$ cat config.mk
export PLATFORM = sky130hd
export DESIGN_NAME = bhi_top
export DESIGN_NICKNAME = d
export VERILOG_FILES = /design/src/verilog/bhi_pkg.sv /design/src/verilog/bhi_inhibit_decode.sv /design/src/verilog/bhi_tick_gen.sv /design/src/verilog/bhi_top.sv
export SDC_FILE = /design/constraint.sdc
export NUM_CORES = 1
export LEC_CHECK = 0
export CORE_ASPECT_RATIO = 0.75
export CORE_MARGIN = 1
export CORE_UTILIZATION = 58
export DETAILED_ROUTE_END_ITERATION = 16
export DONT_BUFFER_PORTS = 1
export HOLD_SLACK_MARGIN = 0.1
export MAX_ROUTING_LAYER = met4
export PLACE_DENSITY = 0.72
export SYNTH_ARGS = -nofsm -noshare
export SYNTH_HDL_FRONTEND = slang
export SYNTH_SLANG_ARGS = --single-unit
export TNS_END_PERCENT = 50
$ cat constraint.sdc
create_clock -name ref_clk -period 2.6 [get_ports ref_clk]
set_input_delay 0.13 -clock ref_clk [delete_from_list [all_inputs] [get_ports ref_clk]]
set_output_delay 0.13 -clock ref_clk [all_outputs]
set_load 0.03 [all_outputs]
$ cat src/verilog/bhi_pkg.sv
// constants shared by the brake, horn and inhibit control block
// assumes a single 50 MHz clock and an apb register port
package bhi_pkg;
	// register byte addresses
	localparam logic [11:0] ADDR_CTRL = 12'h000;
	localparam logic [11:0] ADDR_INH_SPEED = 12'h004;
	localparam logic [11:0] ADDR_BRAKE_DELAY = 12'h008;
	localparam logic [11:0] ADDR_HOLD_VOLT = 12'h00C;
	localparam logic [11:0] ADDR_STATUS = 12'h010;
	// control register fields
	localparam int CTRL_TYPE_LSB = 0;
	localparam int CTRL_FCHK_BIT = 3;
	localparam int CTRL_BLIGHT_BIT = 4;
	localparam int CTRL_FBEEP_BIT = 5;
	localparam int CTRL_RBEEP_BIT = 6;
	localparam int CTRL_CONST_BIT = 7;
	// status register fields
	localparam int STAT_INH_BIT = 0;
	localparam int STAT_STATE_LSB = 1;
	localparam int STAT_BFAULT_BIT = 5;
	localparam int STAT_HORN_BIT = 6;
	localparam int STAT_LIGHT_BIT = 7;
	// values after reset
	localparam logic [7:0] CTRL_RST = 8'h08;
	localparam logic [6:0] INH_SPEED_RST = 7'h64;
	localparam logic [9:0] DELAY_RST = 10'h0C8;
	localparam logic [4:0] HOLD_RST = 5'h0C;
	// ranges
	localparam logic [6:0] PCT_MAX = 7'h64;
	localparam logic [9:0] DELAY_MAX_MS = 10'h3E8;
	localparam logic [4:0] HOLD_MIN_V = 5'h0A;
	localparam logic [4:0] HOLD_MAX_V = 5'h18;
	localparam logic [4:0] PEAK_V = 5'h18;
	// timing
	localparam int CLK_PERIOD_NS = 20;
	localparam int MS_NS = 1000000;
	localparam int TICK_CYCLES = MS_NS / CLK_PERIOD_NS;
	localparam logic [10:0] PEAK_TIME_MS = 11'h3E8;
	localparam logic [10:0] LIGHT_HOLD_MS = 11'h7D0;
	localparam logic [10:0] BEEP_HALF_MS = 11'h1F4;
	typedef enum logic [3:0] {
		BHI_ENGAGED = 4'h1,
		BHI_PEAK = 4'h2,
		BHI_HOLD = 4'h4,
		BHI_DELAY = 4'h8
	} bhi_brake_type;
endpackage : bhi_pkg

$ cat src/verilog/bhi_inhibit_decode.sv
// decodes the inhibit input against the selected polarity
// assumes the sense inputs are already synchronous, low and high exclusive
`timescale 1ns/1ps
module bhi_inhibit_decode import bhi_pkg::*; (
	input wire logic [2:0] inhibit_type, // polarity selection 0..5
	input wire logic sense_low, // input pulled to battery minus
	input wire logic sense_high, // input pulled to battery plus
	output logic active // inhibit condition met
);
	logic sense_open;
	assign sense_open = !sense_low && !sense_high;
	always_comb begin
		case (inhibit_type)
			3'h0: active = sense_low;
			3'h1: active = sense_high;
			3'h2: active = sense_open;
			3'h3: active = !sense_low;
			3'h4: active = !sense_high;
			3'h5: active = !sense_open;
			// unused codes never inhibit
			default: active = 1'b0;
		endcase
	end
endmodule : bhi_inhibit_decode

$ cat src/verilog/bhi_tick_gen.sv
// millisecond tick and one hertz square wave
// assumes the clock runs at the rate the tick count is built for
`timescale 1ns/1ps
module bhi_tick_gen import bhi_pkg::*; #(
	parameter int TICK_LEN = TICK_CYCLES
) (
	input wire logic ref_clk, // system clock
	input wire logic resetn, // synchronous reset, active low
	output logic ms_tick, // one-cycle pulse each millisecond
	output logic tone_1hz // square wave, one second period
);
	localparam int PW = $clog2(TICK_LEN + 1);
	logic [PW-1:0] pre_cnt;
	logic [10:0] half_cnt;
	always_ff @(posedge ref_clk) begin
		if (!resetn) begin
			pre_cnt <= '0;
			ms_tick <= 1'b0;
		end else if (pre_cnt == PW'(TICK_LEN - 1)) begin
			pre_cnt <= '0;
			ms_tick <= 1'b1;
		end else begin
			pre_cnt <= pre_cnt + 1'b1;
			ms_tick <= 1'b0;
		end
	end
	always_ff @(posedge ref_clk) begin
		if (!resetn) begin
			half_cnt <= '0;
			tone_1hz <= 1'b0;
		end else if (ms_tick) begin
			if (half_cnt == BEEP_HALF_MS - 11'h1) begin
				half_cnt <= '0;
				tone_1hz <= !tone_1hz;
			end else begin
				half_cnt <= half_cnt + 11'h1;
			end
		end
	end
endmodule : bhi_tick_gen

$ cat src/verilog/bhi_top.sv
// brake sequencing, horn output and speed inhibit control with apb registers
// assumes vehicle inputs are synchronous to ref_clk and a zero-wait apb master
//
// Contract
// - six inhibit polarities, three active, three inactive
// - clamp speed to inhibit percentage while inhibited
// - inhibit percentage zero stops all driving
// - programmable brake engage delay after zero speed
// - brake fault check only when enabled
// - peak coil drive one second, then hold
// - brake-light mode turns horn into light
// - light on at neutral, off 2s after engage
// - light mode off means ordinary horn
// - fault beep repeats status fault pattern
// - fault pattern beats reverse alert
// - reverse alert while reversing or switch set
// - reverse alert steady or one hertz
`timescale 1ns/1ps
module bhi_top import bhi_pkg::*; #(
	parameter int TICK_LEN = TICK_CYCLES
) (
	input wire logic ref_clk, // system clock, 50 MHz
	input wire logic resetn, // synchronous reset, active low
	input wire logic psel, // apb select
	input wire logic penable, // apb access phase
	input wire logic pwrite, // apb write
	input wire logic [11:0] paddr, // apb byte address
	input wire logic [31:0] pwdata, // apb write data
	output logic [31:0] prdata, // apb read data
	output logic pready, // apb ready
	output logic pslverr, // apb error on unmapped address
	input wire logic inh_sense_low, // inhibit input tied to battery minus
	input wire logic inh_sense_high, // inhibit input tied to battery plus
	input wire logic [6:0] throttle_pct, // requested speed 0..100 percent
	input wire logic throttle_reverse, // request is in reverse
	input wire logic reverse_switch, // reverse switch on the vehicle
	input wire logic horn_button, // operator horn request
	input wire logic fault_present, // any fault present
	input wire logic fault_pattern, // fault code blink level of status lamp
	input wire logic brake_coil_ok, // brake coil sensed healthy
	output logic [6:0] speed_cmd, // speed command after limits
	output logic drive_inhibit, // driving prevented
	output logic inhibit_active, // speed inhibit mode
	output logic brake_coil_on, // brake released, coil driven
	output logic [4:0] coil_volts, // coil drive level in volts
	output logic brake_fault, // brake fault latched
	output logic horn_out // horn or brake light driver
);
	logic [7:0] ctrl;
	logic [6:0] inh_speed;
	logic [9:0] brake_delay;
	logic [4:0] hold_volt;
	logic inh_raw;
	logic ms_tick;
	logic tone_1hz;
	logic setup_phase;
	logic wr_en;
	logic [31:0] next_prdata;
	logic [6:0] next_speed;
	bhi_brake_type brake_state;
	bhi_brake_type next_brake_state;
	logic [10:0] brake_ms;
	logic [10:0] light_ms;
	logic light_on;
	logic was_neutral;
	logic reversing;
	logic bfault_clr;

	function automatic logic addr_hit(input logic [11:0] a);
		addr_hit = (a == ADDR_CTRL) || (a == ADDR_INH_SPEED) || (a == ADDR_BRAKE_DELAY) ||
			(a == ADDR_HOLD_VOLT) || (a == ADDR_STATUS);
	endfunction : addr_hit

	bhi_inhibit_decode u_inh (
		.inhibit_type(ctrl[CTRL_TYPE_LSB +: 3]),
		.sense_low(inh_sense_low),
		.sense_high(inh_sense_high),
		.active(inh_raw)
	);

	bhi_tick_gen #(
		.TICK_LEN(TICK_LEN)
	) u_tick (
		.ref_clk(ref_clk),
		.resetn(resetn),
		.ms_tick(ms_tick),
		.tone_1hz(tone_1hz)
	);

	// apb: zero wait, read data and error captured in the setup cycle
	assign setup_phase = psel && !penable;
	assign wr_en = psel && penable && pwrite && pready && !pslverr;
	assign bfault_clr = wr_en && (paddr == ADDR_STATUS) && pwdata[STAT_BFAULT_BIT];

	always_comb begin
		next_prdata = 32'h0;
		case (paddr)
			ADDR_CTRL: next_prdata[7:0] = ctrl;
			ADDR_INH_SPEED: next_prdata[6:0] = inh_speed;
			ADDR_BRAKE_DELAY: next_prdata[9:0] = brake_delay;
			ADDR_HOLD_VOLT: next_prdata[4:0] = hold_volt;
			ADDR_STATUS: begin
				next_prdata[STAT_INH_BIT] = inhibit_active;
				next_prdata[STAT_STATE_LSB +: 4] = brake_state;
				next_prdata[STAT_BFAULT_BIT] = brake_fault;
				next_prdata[STAT_HORN_BIT] = horn_out;
				next_prdata[STAT_LIGHT_BIT] = light_on;
			end
			default: next_prdata = 32'h0;
		endcase
	end

	always_ff @(posedge ref_clk) begin
		if (!resetn) begin
			pready <= 1'b0;
			pslverr <= 1'b0;
			prdata <= 32'h0;
		end else begin
			pready <= 1'b1;
			if (setup_phase) begin
				pslverr <= !addr_hit(paddr);
				prdata <= pwrite ? 32'h0 : next_prdata;
			end
		end
	end

	// out-of-range writes to the speed, delay and hold registers saturate; ctrl is stored as written, unused inhibit codes included
	always_ff @(posedge ref_clk) begin
		if (!resetn) begin
			ctrl <= CTRL_RST;
			inh_speed <= INH_SPEED_RST;
			brake_delay <= DELAY_RST;
			hold_volt <= HOLD_RST;
		end else if (wr_en) begin
			case (paddr)
				ADDR_CTRL: ctrl <= pwdata[7:0];
				ADDR_INH_SPEED: inh_speed <= (pwdata[31:0] > 32'(PCT_MAX)) ? PCT_MAX : pwdata[6:0];
				ADDR_BRAKE_DELAY:
					brake_delay <= (pwdata[31:0] > 32'(DELAY_MAX_MS)) ? DELAY_MAX_MS : pwdata[9:0];
				ADDR_HOLD_VOLT: begin
					if (pwdata[31:0] < 32'(HOLD_MIN_V)) begin
						hold_volt <= HOLD_MIN_V;
					end else if (pwdata[31:0] > 32'(HOLD_MAX_V)) begin
						hold_volt <= HOLD_MAX_V;
					end else begin
						hold_volt <= pwdata[4:0];
					end
				end
				default: ;
			endcase
		end
	end

	// inhibit mode and speed clamp
	always_ff @(posedge ref_clk) begin
		if (!resetn) begin
			inhibit_active <= 1'b0;
		end else begin
			inhibit_active <= inh_raw;
		end
	end

	always_comb begin
		next_speed = throttle_pct;
		if (throttle_pct > PCT_MAX) begin
			next_speed = PCT_MAX;
		end
		if (inhibit_active && (next_speed > inh_speed)) begin
			next_speed = inh_speed;
		end
		if (brake_fault || (inhibit_active && inh_speed == 7'h00)) begin
			next_speed = 7'h00;
		end
	end

	always_ff @(posedge ref_clk) begin
		if (!resetn) begin
			speed_cmd <= 7'h00;
			drive_inhibit <= 1'b0;
		end else begin
			speed_cmd <= next_speed;
			drive_inhibit <= brake_fault || (inhibit_active && inh_speed == 7'h00);
		end
	end

	// brake fault: sticky, cleared by writing one, a new fault wins over the clear
	always_ff @(posedge ref_clk) begin
		if (!resetn) begin
			brake_fault <= 1'b0;
		end else if (ctrl[CTRL_FCHK_BIT] && !brake_coil_ok) begin
			brake_fault <= 1'b1;
		end else if (bfault_clr) begin
			brake_fault <= 1'b0;
		end
	end

	// brake sequencer, times counted in milliseconds
	always_comb begin
		next_brake_state = brake_state;
		case (brake_state)
			BHI_ENGAGED: begin
				if (speed_cmd != 7'h00) begin
					next_brake_state = BHI_PEAK;
				end
			end
			BHI_PEAK: begin
				if (speed_cmd == 7'h00) begin
					next_brake_state = BHI_DELAY;
				end else if (ms_tick && brake_ms == PEAK_TIME_MS - 11'h1) begin
					next_brake_state = BHI_HOLD;
				end
			end
			BHI_HOLD: begin
				if (speed_cmd == 7'h00) begin
					next_brake_state = BHI_DELAY;
				end
			end
			BHI_DELAY: begin
				if (speed_cmd != 7'h00) begin
					next_brake_state = BHI_HOLD;
				end else if (brake_ms >= {1'b0, brake_delay}) begin
					next_brake_state = BHI_ENGAGED;
				end
			end
			default: next_brake_state = BHI_ENGAGED;
		endcase
	end

	always_ff @(posedge ref_clk) begin
		if (!resetn) begin
			brake_state <= BHI_ENGAGED;
			brake_ms <= 11'h0;
		end else begin
			brake_state <= next_brake_state;
			if (next_brake_state != brake_state) begin
				brake_ms <= 11'h0;
			end else if (ms_tick && brake_ms != 11'h7FF) begin
				brake_ms <= brake_ms + 11'h1;
			end
		end
	end

	always_ff @(posedge ref_clk) begin
		if (!resetn) begin
			brake_coil_on <= 1'b0;
			coil_volts <= 5'h00;
		end else begin
			brake_coil_on <= (next_brake_state != BHI_ENGAGED);
			case (next_brake_state)
				BHI_PEAK: coil_volts <= PEAK_V;
				BHI_HOLD, BHI_DELAY: coil_volts <= hold_volt;
				default: coil_volts <= 5'h00;
			endcase
		end
	end

	// brake light: lit from return to neutral until the hold time after engage
	always_ff @(posedge ref_clk) begin
		if (!resetn) begin
			light_on <= 1'b0;
			light_ms <= 11'h0;
			was_neutral <= 1'b1;
		end else begin
			was_neutral <= (throttle_pct == 7'h00);
			if (!ctrl[CTRL_BLIGHT_BIT] || throttle_pct != 7'h00) begin
				light_on <= 1'b0;
				light_ms <= 11'h0;
			end else if (!was_neutral) begin
				light_on <= 1'b1;
				light_ms <= 11'h0;
			end else if (light_on && brake_state == BHI_ENGAGED && ms_tick) begin
				if (light_ms == LIGHT_HOLD_MS - 11'h1) begin
					light_on <= 1'b0;
				end else begin
					light_ms <= light_ms + 11'h1;
				end
			end
		end
	end

	// horn output selection
	assign reversing = reverse_switch || (throttle_reverse && speed_cmd != 7'h00);

	always_ff @(posedge ref_clk) begin
		if (!resetn) begin
			horn_out <= 1'b0;
		end else if (ctrl[CTRL_BLIGHT_BIT]) begin
			// fault beeps are dropped here; a relay load cannot beep usefully
			horn_out <= light_on;
		end else if (ctrl[CTRL_FBEEP_BIT] && fault_present) begin
			horn_out <= fault_pattern;
		end else if (ctrl[CTRL_RBEEP_BIT] && reversing) begin
			horn_out <= ctrl[CTRL_CONST_BIT] || tone_1hz;
		end else begin
			horn_out <= horn_button;
		end
	end
endmodule : bhi_top

==> run metrics, run 1 <==
combined global-route utilization of all metal layers=0.341; # clock sinks=116; Yosys warnings=0; Worst Hold Launch=pwdata[2]; placeable core area=10200 sq um; final setup fails=0; total area of multi-input combinational cells=3430 sq um; final std cell area, no fill=7190 sq um; clock-pin slew on the worst setup and hold paths=0.06 ns; slowest cell on the critical path=or4_1; number of global-route vias before repair=5391; Highest Clock Rate=407 MHz; clock tree from TritonCTS=done; average detailed-routed wire length per instance=19.1 um; gpl congestion=0.947; arrival time of data at the critical path endpoint=2.77 ns; max-capacitance violation count=0; largest delay contributor family on the critical path=compound AO/OA/AOI/OAI gates; Crit path buffers/inverters=1; top fanout value on the critical path=6; sequential-to-total area share from yosys stat=0.381; minimum clock period after layout=2.46 ns; Reg2Reg Launch Point=speed_cmd[6]; maximum vdd drop=0.492 mV; net switching share of the total power=0.261; internal power consumption=3.25 mW; unrepaired setup endpoints after global routing=no; mux share of post-synthesis cell area=0.0411; Net Sw Power=1.15 mW; number of cell rows=32; DIE AREA=10900 sq um; crit-path cells=or4_1 -> o221ai_2 -> nor3_1 -> a221o_1 -> dlygate4sd3_1 -> a221oi_1; post-synthesis xor/xnor area fraction=0.0560; count of antenna-violating nets left after detailed routing=0; synthesized area=6100 sq um; number of synthesized flops with an enable pin=0; count of cell instances traversed by the critical path=6; capture point of the worst path=horn_out; share of cells above drive strength 1=0.0789; number of placed I/O pins=115; nets@finish=845; pin count of the biggest net entering global routing=34; crit-path max cell delay=0.59 ns; clk root buf=clkbuf_16; setup slack of the most critical reg-to-reg path=0.14 ns; post-synthesis cell count=711; Worst EP required=2.91 ns; Worst setup startpoint=speed_cmd[6]; worst-case clock buffer depth=2; leakage=2.74 nW; reg-to-reg critical path endpoint=horn_out; initial antenna violation count=4; Layout Cells excl Fill=913; count of endpoints failing hold in the final timing report=0; global-route wire length before repair=27.7 mm; final period utilization=0.945; sequential share of power=0.430; adder and majority cell fraction of the synthesized area=0.0431; simple-gate share of the synthesized area=0.269; number of filler instances in the final layout=800; violation count after the first detailed-routing iteration=527; critical path capture point type=flip-flop; fraction of the mapped netlist area in compound gates=0.138; number of CTS-inserted buffers=17; final count of pins violating max slew=0; via-per-instance ratio=6.15; post-synthesis cell type count=75; HPWL Detailed=11.9 mm; combinational family with the most area after synthesis=simple AND/OR/NAND/NOR gates; x dimension of the die=120 um; P&R area growth vs syn=17.9%; number of instances in the placed design=830; Post-Synthesis Mean Instance Area=8.57 sq um; Storage cell area=2320 sq um; Async SR Flop Fraction=0; Clock power frac=0.492; clock latency on the worst-skew pair=0.41 ns; kind of start point of the critical path=flip-flop; dominant synthesized flop cell=dfxtp_1; Cell Pwr Density=612 nW/um^2; vias post-DR=5615; IO buf count=0; kind of critical path=reg2reg; max_slew headroom=0.451; first-pass detailed-route iteration total=7; H-tree level count=4; r2r worst-path depth=6; Die Height=90.8 um; Gate power share=0.078; final wirelength=17.5 mm; path class of the lowest-slack min-delay path=in2reg; DP Area=6130 sq um; Overflow after GRT=0; result of the run=finished, final reports clean; clk_skew=0.00791 ns; DRC violations left=0; Seq cells post-synth=116; Tightest Pin Transition=0.824 ns; initial standard-cell utilization of the core=0.595
## worst min path at each step
stage | end | slack [ns] | cells past startpoint
2_1_floorplan | pready | 0.16 | 0
3_3_place_gp | pready | 0.16 | 0
3_5_place_dp | pready | 0.16 | 0
4_1_cts | speed_cmd[0] | 0.10 | 3
5_1_grt | inh_speed[2] | 0.15 | 4
6_report | inh_speed[0] | 0.12 | 4
## Yosys cell counts (8+ instances only)
library cell | number | share of area
nand2b_1 | 8 | 0.0082
xor2_1 | 20 | 0.029
nand4_1 | 27 | 0.028
dfxtp_1 | 116 | 0.38
o21ai_1 | 15 | 0.012
nand2_1 | 52 | 0.032
ha_1 | 21 | 0.043
mux2i_1 | 25 | 0.041
inv_1 | 33 | 0.020
xnor2_1 | 19 | 0.027
clkbuf_1 | 20 | 0.012
nor2_1 | 78 | 0.048
o21ai_0 | 12 | 0.0099
nor4_1 | 18 | 0.018
nand3_1 | 30 | 0.025
a21oi_1 | 27 | 0.022
nor3_1 | 16 | 0.013
and3_1 | 17 | 0.017
buf_4 | 24 | 0.030
nor2b_1 | 10 | 0.010
## flip-flops by register name (all words and copies together) (netlist names), 4 cells and up
name / count
hold_volt: 5
u_tick.half_cnt: 11
brake_state: 4
ctrl: 8
prdata: 10
u_tick.pre_cnt: 16
brake_ms: 11
coil_volts: 5
inh_speed: 7
speed_cmd: 7
brake_delay: 10
light_ms: 11
## cell families (layout without fill, tap and decap cells)
| kind of cell | after synthesis | after routing |
|---|---|---|
| simple gates | 305 | 305 |
| compound gates | 119 | 119 |
| flops | 116 | 116 |
| buf+inv | 85 | 126 |
| xor+xnor | 39 | 39 |
| mux | 25 | 25 |
| fa+ha+maj | 21 | 21 |
| other cells | 1 | 26 |
## power groups by stage
stage	clock network [mW]	logic [mW]	registers, mW
after floorplan	0	0.263	1.91
after global routing	2.25	0.374	1.89
after global placement	0	0.256	1.92
after detailed placement	0	0.261	1.92
final	2.16	0.343	1.89
after CTS	2.16	0.335	1.89
## routing by layer
metal / vias to the layer above / GRT usage / routed length (um)
li1: 2647 / - / -
met1: 2586 / 0.411 / 7180
met2: 302 / 0.489 / 7540
met3: 80 / 0.126 / 1840
met4: 0 / 0.191 / 911
met5: - / - / 0
## layout make-up
cell class	count	area share
clock buffers	19	0.0602
diodes	4	0.00139
repair buffers	60	0.0804
well taps	136	0.0237
clock inverters	13	0.0155
flip-flops and latches	116	0.323
inverters	34	0.0178
multi-input cells	531	0.478
## stage by stage
step | hold WS (ns) | setup slack, ns | setup TNS, ns | power (mW) | util
2_1_floorplan | 0.158 | 0.280 | 0 | 2.17 | -
3_3_place_gp | 0.161 | 0.0699 | 0 | 2.18 | 0.599
3_5_place_dp | 0.161 | -0.0191 | -0.0191 | 2.19 | 0.599
4_1_cts | 0.103 | 0.0607 | 0 | 4.39 | 0.698
5_1_grt | 0.150 | 0.0368 | 0 | 4.52 | 0.701
6_report | 0.115 | 0.143 | 0 | 4.40 | 0.701
## timing repair
action                     CTS  global route
setup endpoints to repair    0             2
buffers inserted             0             0
resized for setup            0             3
hold endpoints to repair    69             0
hold buffers                47             0
## cell usage in the layout (no fill, tap or decap), types with 4 or more instances in the layout
master / count
a21o_1: 5
a21oi_1: 27
a222oi_1: 5
and2_1: 4
and3_1: 17
and4_1: 6
buf_4: 13
clkbuf_16: 17
clkinv_2: 5
clkinvlp_4: 4
conb_1: 22
dfxtp_1: 116
diode_2: 4
dlygate4sd3_1: 46
ha_1: 21
inv_1: 33
mux2i_1: 25
nand2_1: 52
nand2b_1: 8
nand3_1: 30
nand3b_1: 4
nand4_1: 27
nor2_1: 78
nor2b_1: 10
nor3_1: 16
nor3_2: 4
nor3b_1: 4
nor4_1: 17
o21ai_0: 12
o21ai_1: 15
o31a_1: 4
o31ai_1: 7
or3_1: 6
xnor2_1: 19
xor2_1: 20
## worst reg2reg max path, stage by stage (launching register included)
cell	delay, ns
dfxtp_1	0.40
or4_1	0.59
o221ai_2	0.26
nor3_1	0.07
a221o_1	0.26
dlygate4sd3_1	0.56
a221oi_1	0.23
(Power assumes the default switching activity.)
==> run 2, diff against run 1 <==
ABC_AREA = 1   (was unset)
==> run 2 against run 1 <==
  * Clock power is 8% higher
  * Synthesized cell count grew 34%
  * Worst hold slack lost 0.0037 ns
  * First-iteration DRC count is 0.76% higher
  * Sequential power hardly changed
  * Cell area grew 3.6%
  * Die area increased by 6.3%
  * Core utilization shrank 1.8 points
  * Via count grew 9.4%
  * Maximum frequency rose by 2.7%
  * Cell count increased by 25%
  * Critical path type is now in2reg
  * Critical endpoint is now inh_speed[5]
  * Largest cell class unchanged
==> run metrics, run 2 <==
sum of internal, switching and leakage power=4.58 mW; Async SR Flop Fraction=0; Storage cell area=2320 sq um; global-route wire length before repair=26.2 mm; count of antenna-violating nets left after detailed routing=0; violation count after the first detailed-routing iteration=531; final wirelength=16.1 mm; commonest cells after routing, fill and taps aside=nand2_1, inv_1, nor2_1; Yosys warnings=0; Diodes inserted=0; max FFs per register=16; result of the run=finished, final reports clean; final count of pins violating max slew=0; total area of multi-input combinational cells=3440 sq um; most frequent cell after synthesis=nand2_1; leakage=3.08 nW; Clock power frac=0.509; IO buf count=0; sequential-to-total area share from yosys stat=0.358; Setup TNS Final=0 ns; post-synthesis cell count=953; Largest Register=u_tick.pre_cnt; leading post-synthesis cells by instance count=nand2_1, inv_1, nor2_1; vias post-DR=6144; arrival time of data at the critical path endpoint=2.68 ns; worst-case clock buffer depth=2; final period utilization=0.920; average detailed-routed wire length per instance=14.1 um; P&R area growth vs syn=14.7%; crit-path cells=dlygate4sd3_1 -> nor2_2 -> nand2_2 -> nor2_4 -> nand3_1 -> nor2_4 -> nand2_1 -> o22ai_1 -> nand2_1 -> dlygate4sd3_1; clk root buf=clkbuf_16; Worst EP required=2.89 ns; kind of start point of the critical path=input port; synthesized area=6490 sq um; initial standard-cell utilization of the core=0.595; via-per-instance ratio=5.38; kind of critical path=in2reg; net switching share of the total power=0.243; max-capacitance violation count=0; Net Sw Power=1.11 mW; placeable core area=10900 sq um; Cell Pwr Density=615 nW/um^2; number of CTS-inserted buffers=17; first-pass detailed-route iteration total=5; post-synthesis cell type count=45; path class of the lowest-slack min-delay path=in2reg; Crit path buffers/inverters=2; largest delay contributor family on the critical path=simple AND/OR/NAND/NOR gates; unrepaired setup endpoints after global routing=no; H-tree level count=4; top fanout value on the critical path=13; clk_skew=0.00547 ns; Seq cells post-synth=116; number of placed I/O pins=115; x dimension of the die=124 um; crit-path max cell delay=0.56 ns; internal power consumption=3.46 mW; final setup fails=0; leading cell type in the layout, fill and taps excluded=nand2_1; clock tree from TritonCTS=done; number of cell rows=33; clock latency on the worst-skew pair=0.41 ns; max_slew headroom=0.528; count of endpoints failing hold in the final timing report=0; Tightest Pin Transition=0.705 ns; number of synthesized flops with an enable pin=0; dominant synthesized flop cell=dfxtp_1; gpl congestion=0.895; fin util=0.683; Gate power share=0.078; combined global-route utilization of all metal layers=0.299; slowest cell on the critical path=dlygate4sd3_1; cell type with the largest total area after synthesis=dfxtp_1; clock-pin slew on the worst setup and hold paths=0.05 ns; top cells by area in the synthesized netlist=dfxtp_1, nand2_1, inv_1, nor2_1, nand3_1; sequential share of power=0.413; minimum clock period after layout=2.39 ns; # clock sinks=116; maximum vdd drop=0.486 mV; share of cells above drive strength 1=0.0907; Post-Synthesis Mean Instance Area=6.81 sq um; pin count of the biggest net entering global routing=38; Overflow after GRT=0; HPWL Detailed=11.8 mm; nets@finish=1077; Highest Clock Rate=418 MHz; Die Height=93.6 um; number of filler instances in the final layout=959; critical path capture point type=flip-flop; DRC violations left=0; number of global-route vias before repair=5594; fraction of post-synthesis cell area in the top cell type by area=0.358; initial antenna violation count=0; DIE AREA=11600 sq um
## run 2: changes by cell type after synthesis, moves of 25 or more
cell | previous run | this run
nand2_1 | 52 | 179
inv_1 | 33 | 133
nor2_1 | 78 | 123
a21oi_1 | 27 | 69
nand3_1 | 30 | 72
o21ai_0 | 12 | 53
mux2i_1 | 25 | 0
## run 2: layer usage
layer	global-route usage	wire [um]
met1	0.411	7900
met2	0.441	6730
met3	0.0561	1220
met4	0.0952	267
met5	-	0
## run 2: metrics by stage
step                hold WS [ns]  cell area, sq um  std cells  worst slack (ns)
finish                     0.112              7450       1143             0.207
global route               0.147              7450       1143            0.0220
CTS                        0.102              7440       1143             0.194
detailed placement         0.160              6510       1080             0.410
global placement           0.160              6510       1080             0.508
floorplan                  0.158              6570        974             0.513
## run 2: cell type report
| class | instances | area share |
|---|---|---|
| clock buffer | 20 | 0.0613 |
| sequential | 116 | 0.312 |
| timing repair buffer | 41 | 0.0538 |
| clock inverter | 10 | 0.0178 |
| tap | 140 | 0.0235 |
| inverter | 138 | 0.0696 |
| multi-input combinational | 678 | 0.462 |
## run 2: power by group through the flow
stage	Sequential [mW]	Combinational, mW	Clock, mW
2_1_floorplan	1.92	0.288	0
3_3_place_gp	1.93	0.297	0
3_5_place_dp	1.93	0.299	0
4_1_cts	1.89	0.351	2.35
5_1_grt	1.90	0.400	2.44
6_report	1.89	0.358	2.33
## run 2: worst reg2reg max path: cells and delay by family, from the launching register on
kind	cells	cell delay [ns]
compound gates	1	0.14
simple gates	5	1.12
flops	1	0.43
buf+inv	1	0.56
## run 2: cells by family (layout without fill, tap and decap cells)
kind of cell	count (synthesis)	in the layout	share of synthesized area
adders and majority gates	21	21	0.0405
other	1	22	0.000578
buffers and inverters	180	209	0.125
DFF	116	116	0.358
xor gates and xnor gates	18	18	0.0243
AOI/OAI and AO/OA	151	151	0.127
and+or+nand+nor	466	466	0.325
## run 2: timing repair
action | CTS | global route
hold buffers | 33 | 0
setup buffers | 0 | 0
hold endpoints to repair | 65 | 0
endpoints found under the setup margin | 0 | 6
resized for setup | 0 | 2
## run 2: final timing paths
| path | start | to | slack (ns) | depth (start not counted) |
|---|---|---|---|---|
| worst max-delay path | paddr[6] | inh_speed[5] | 0.21 | 10 |
| worst min-delay path | pwdata[5] | hold_volt[1] | 0.11 | 5 |
| worst max register to register | pslverr | inh_speed[5] | 0.24 | 7 |
| worst min register to register | u_tick.half_cnt[7] | u_tick.half_cnt[7] | 0.46 | 2 |
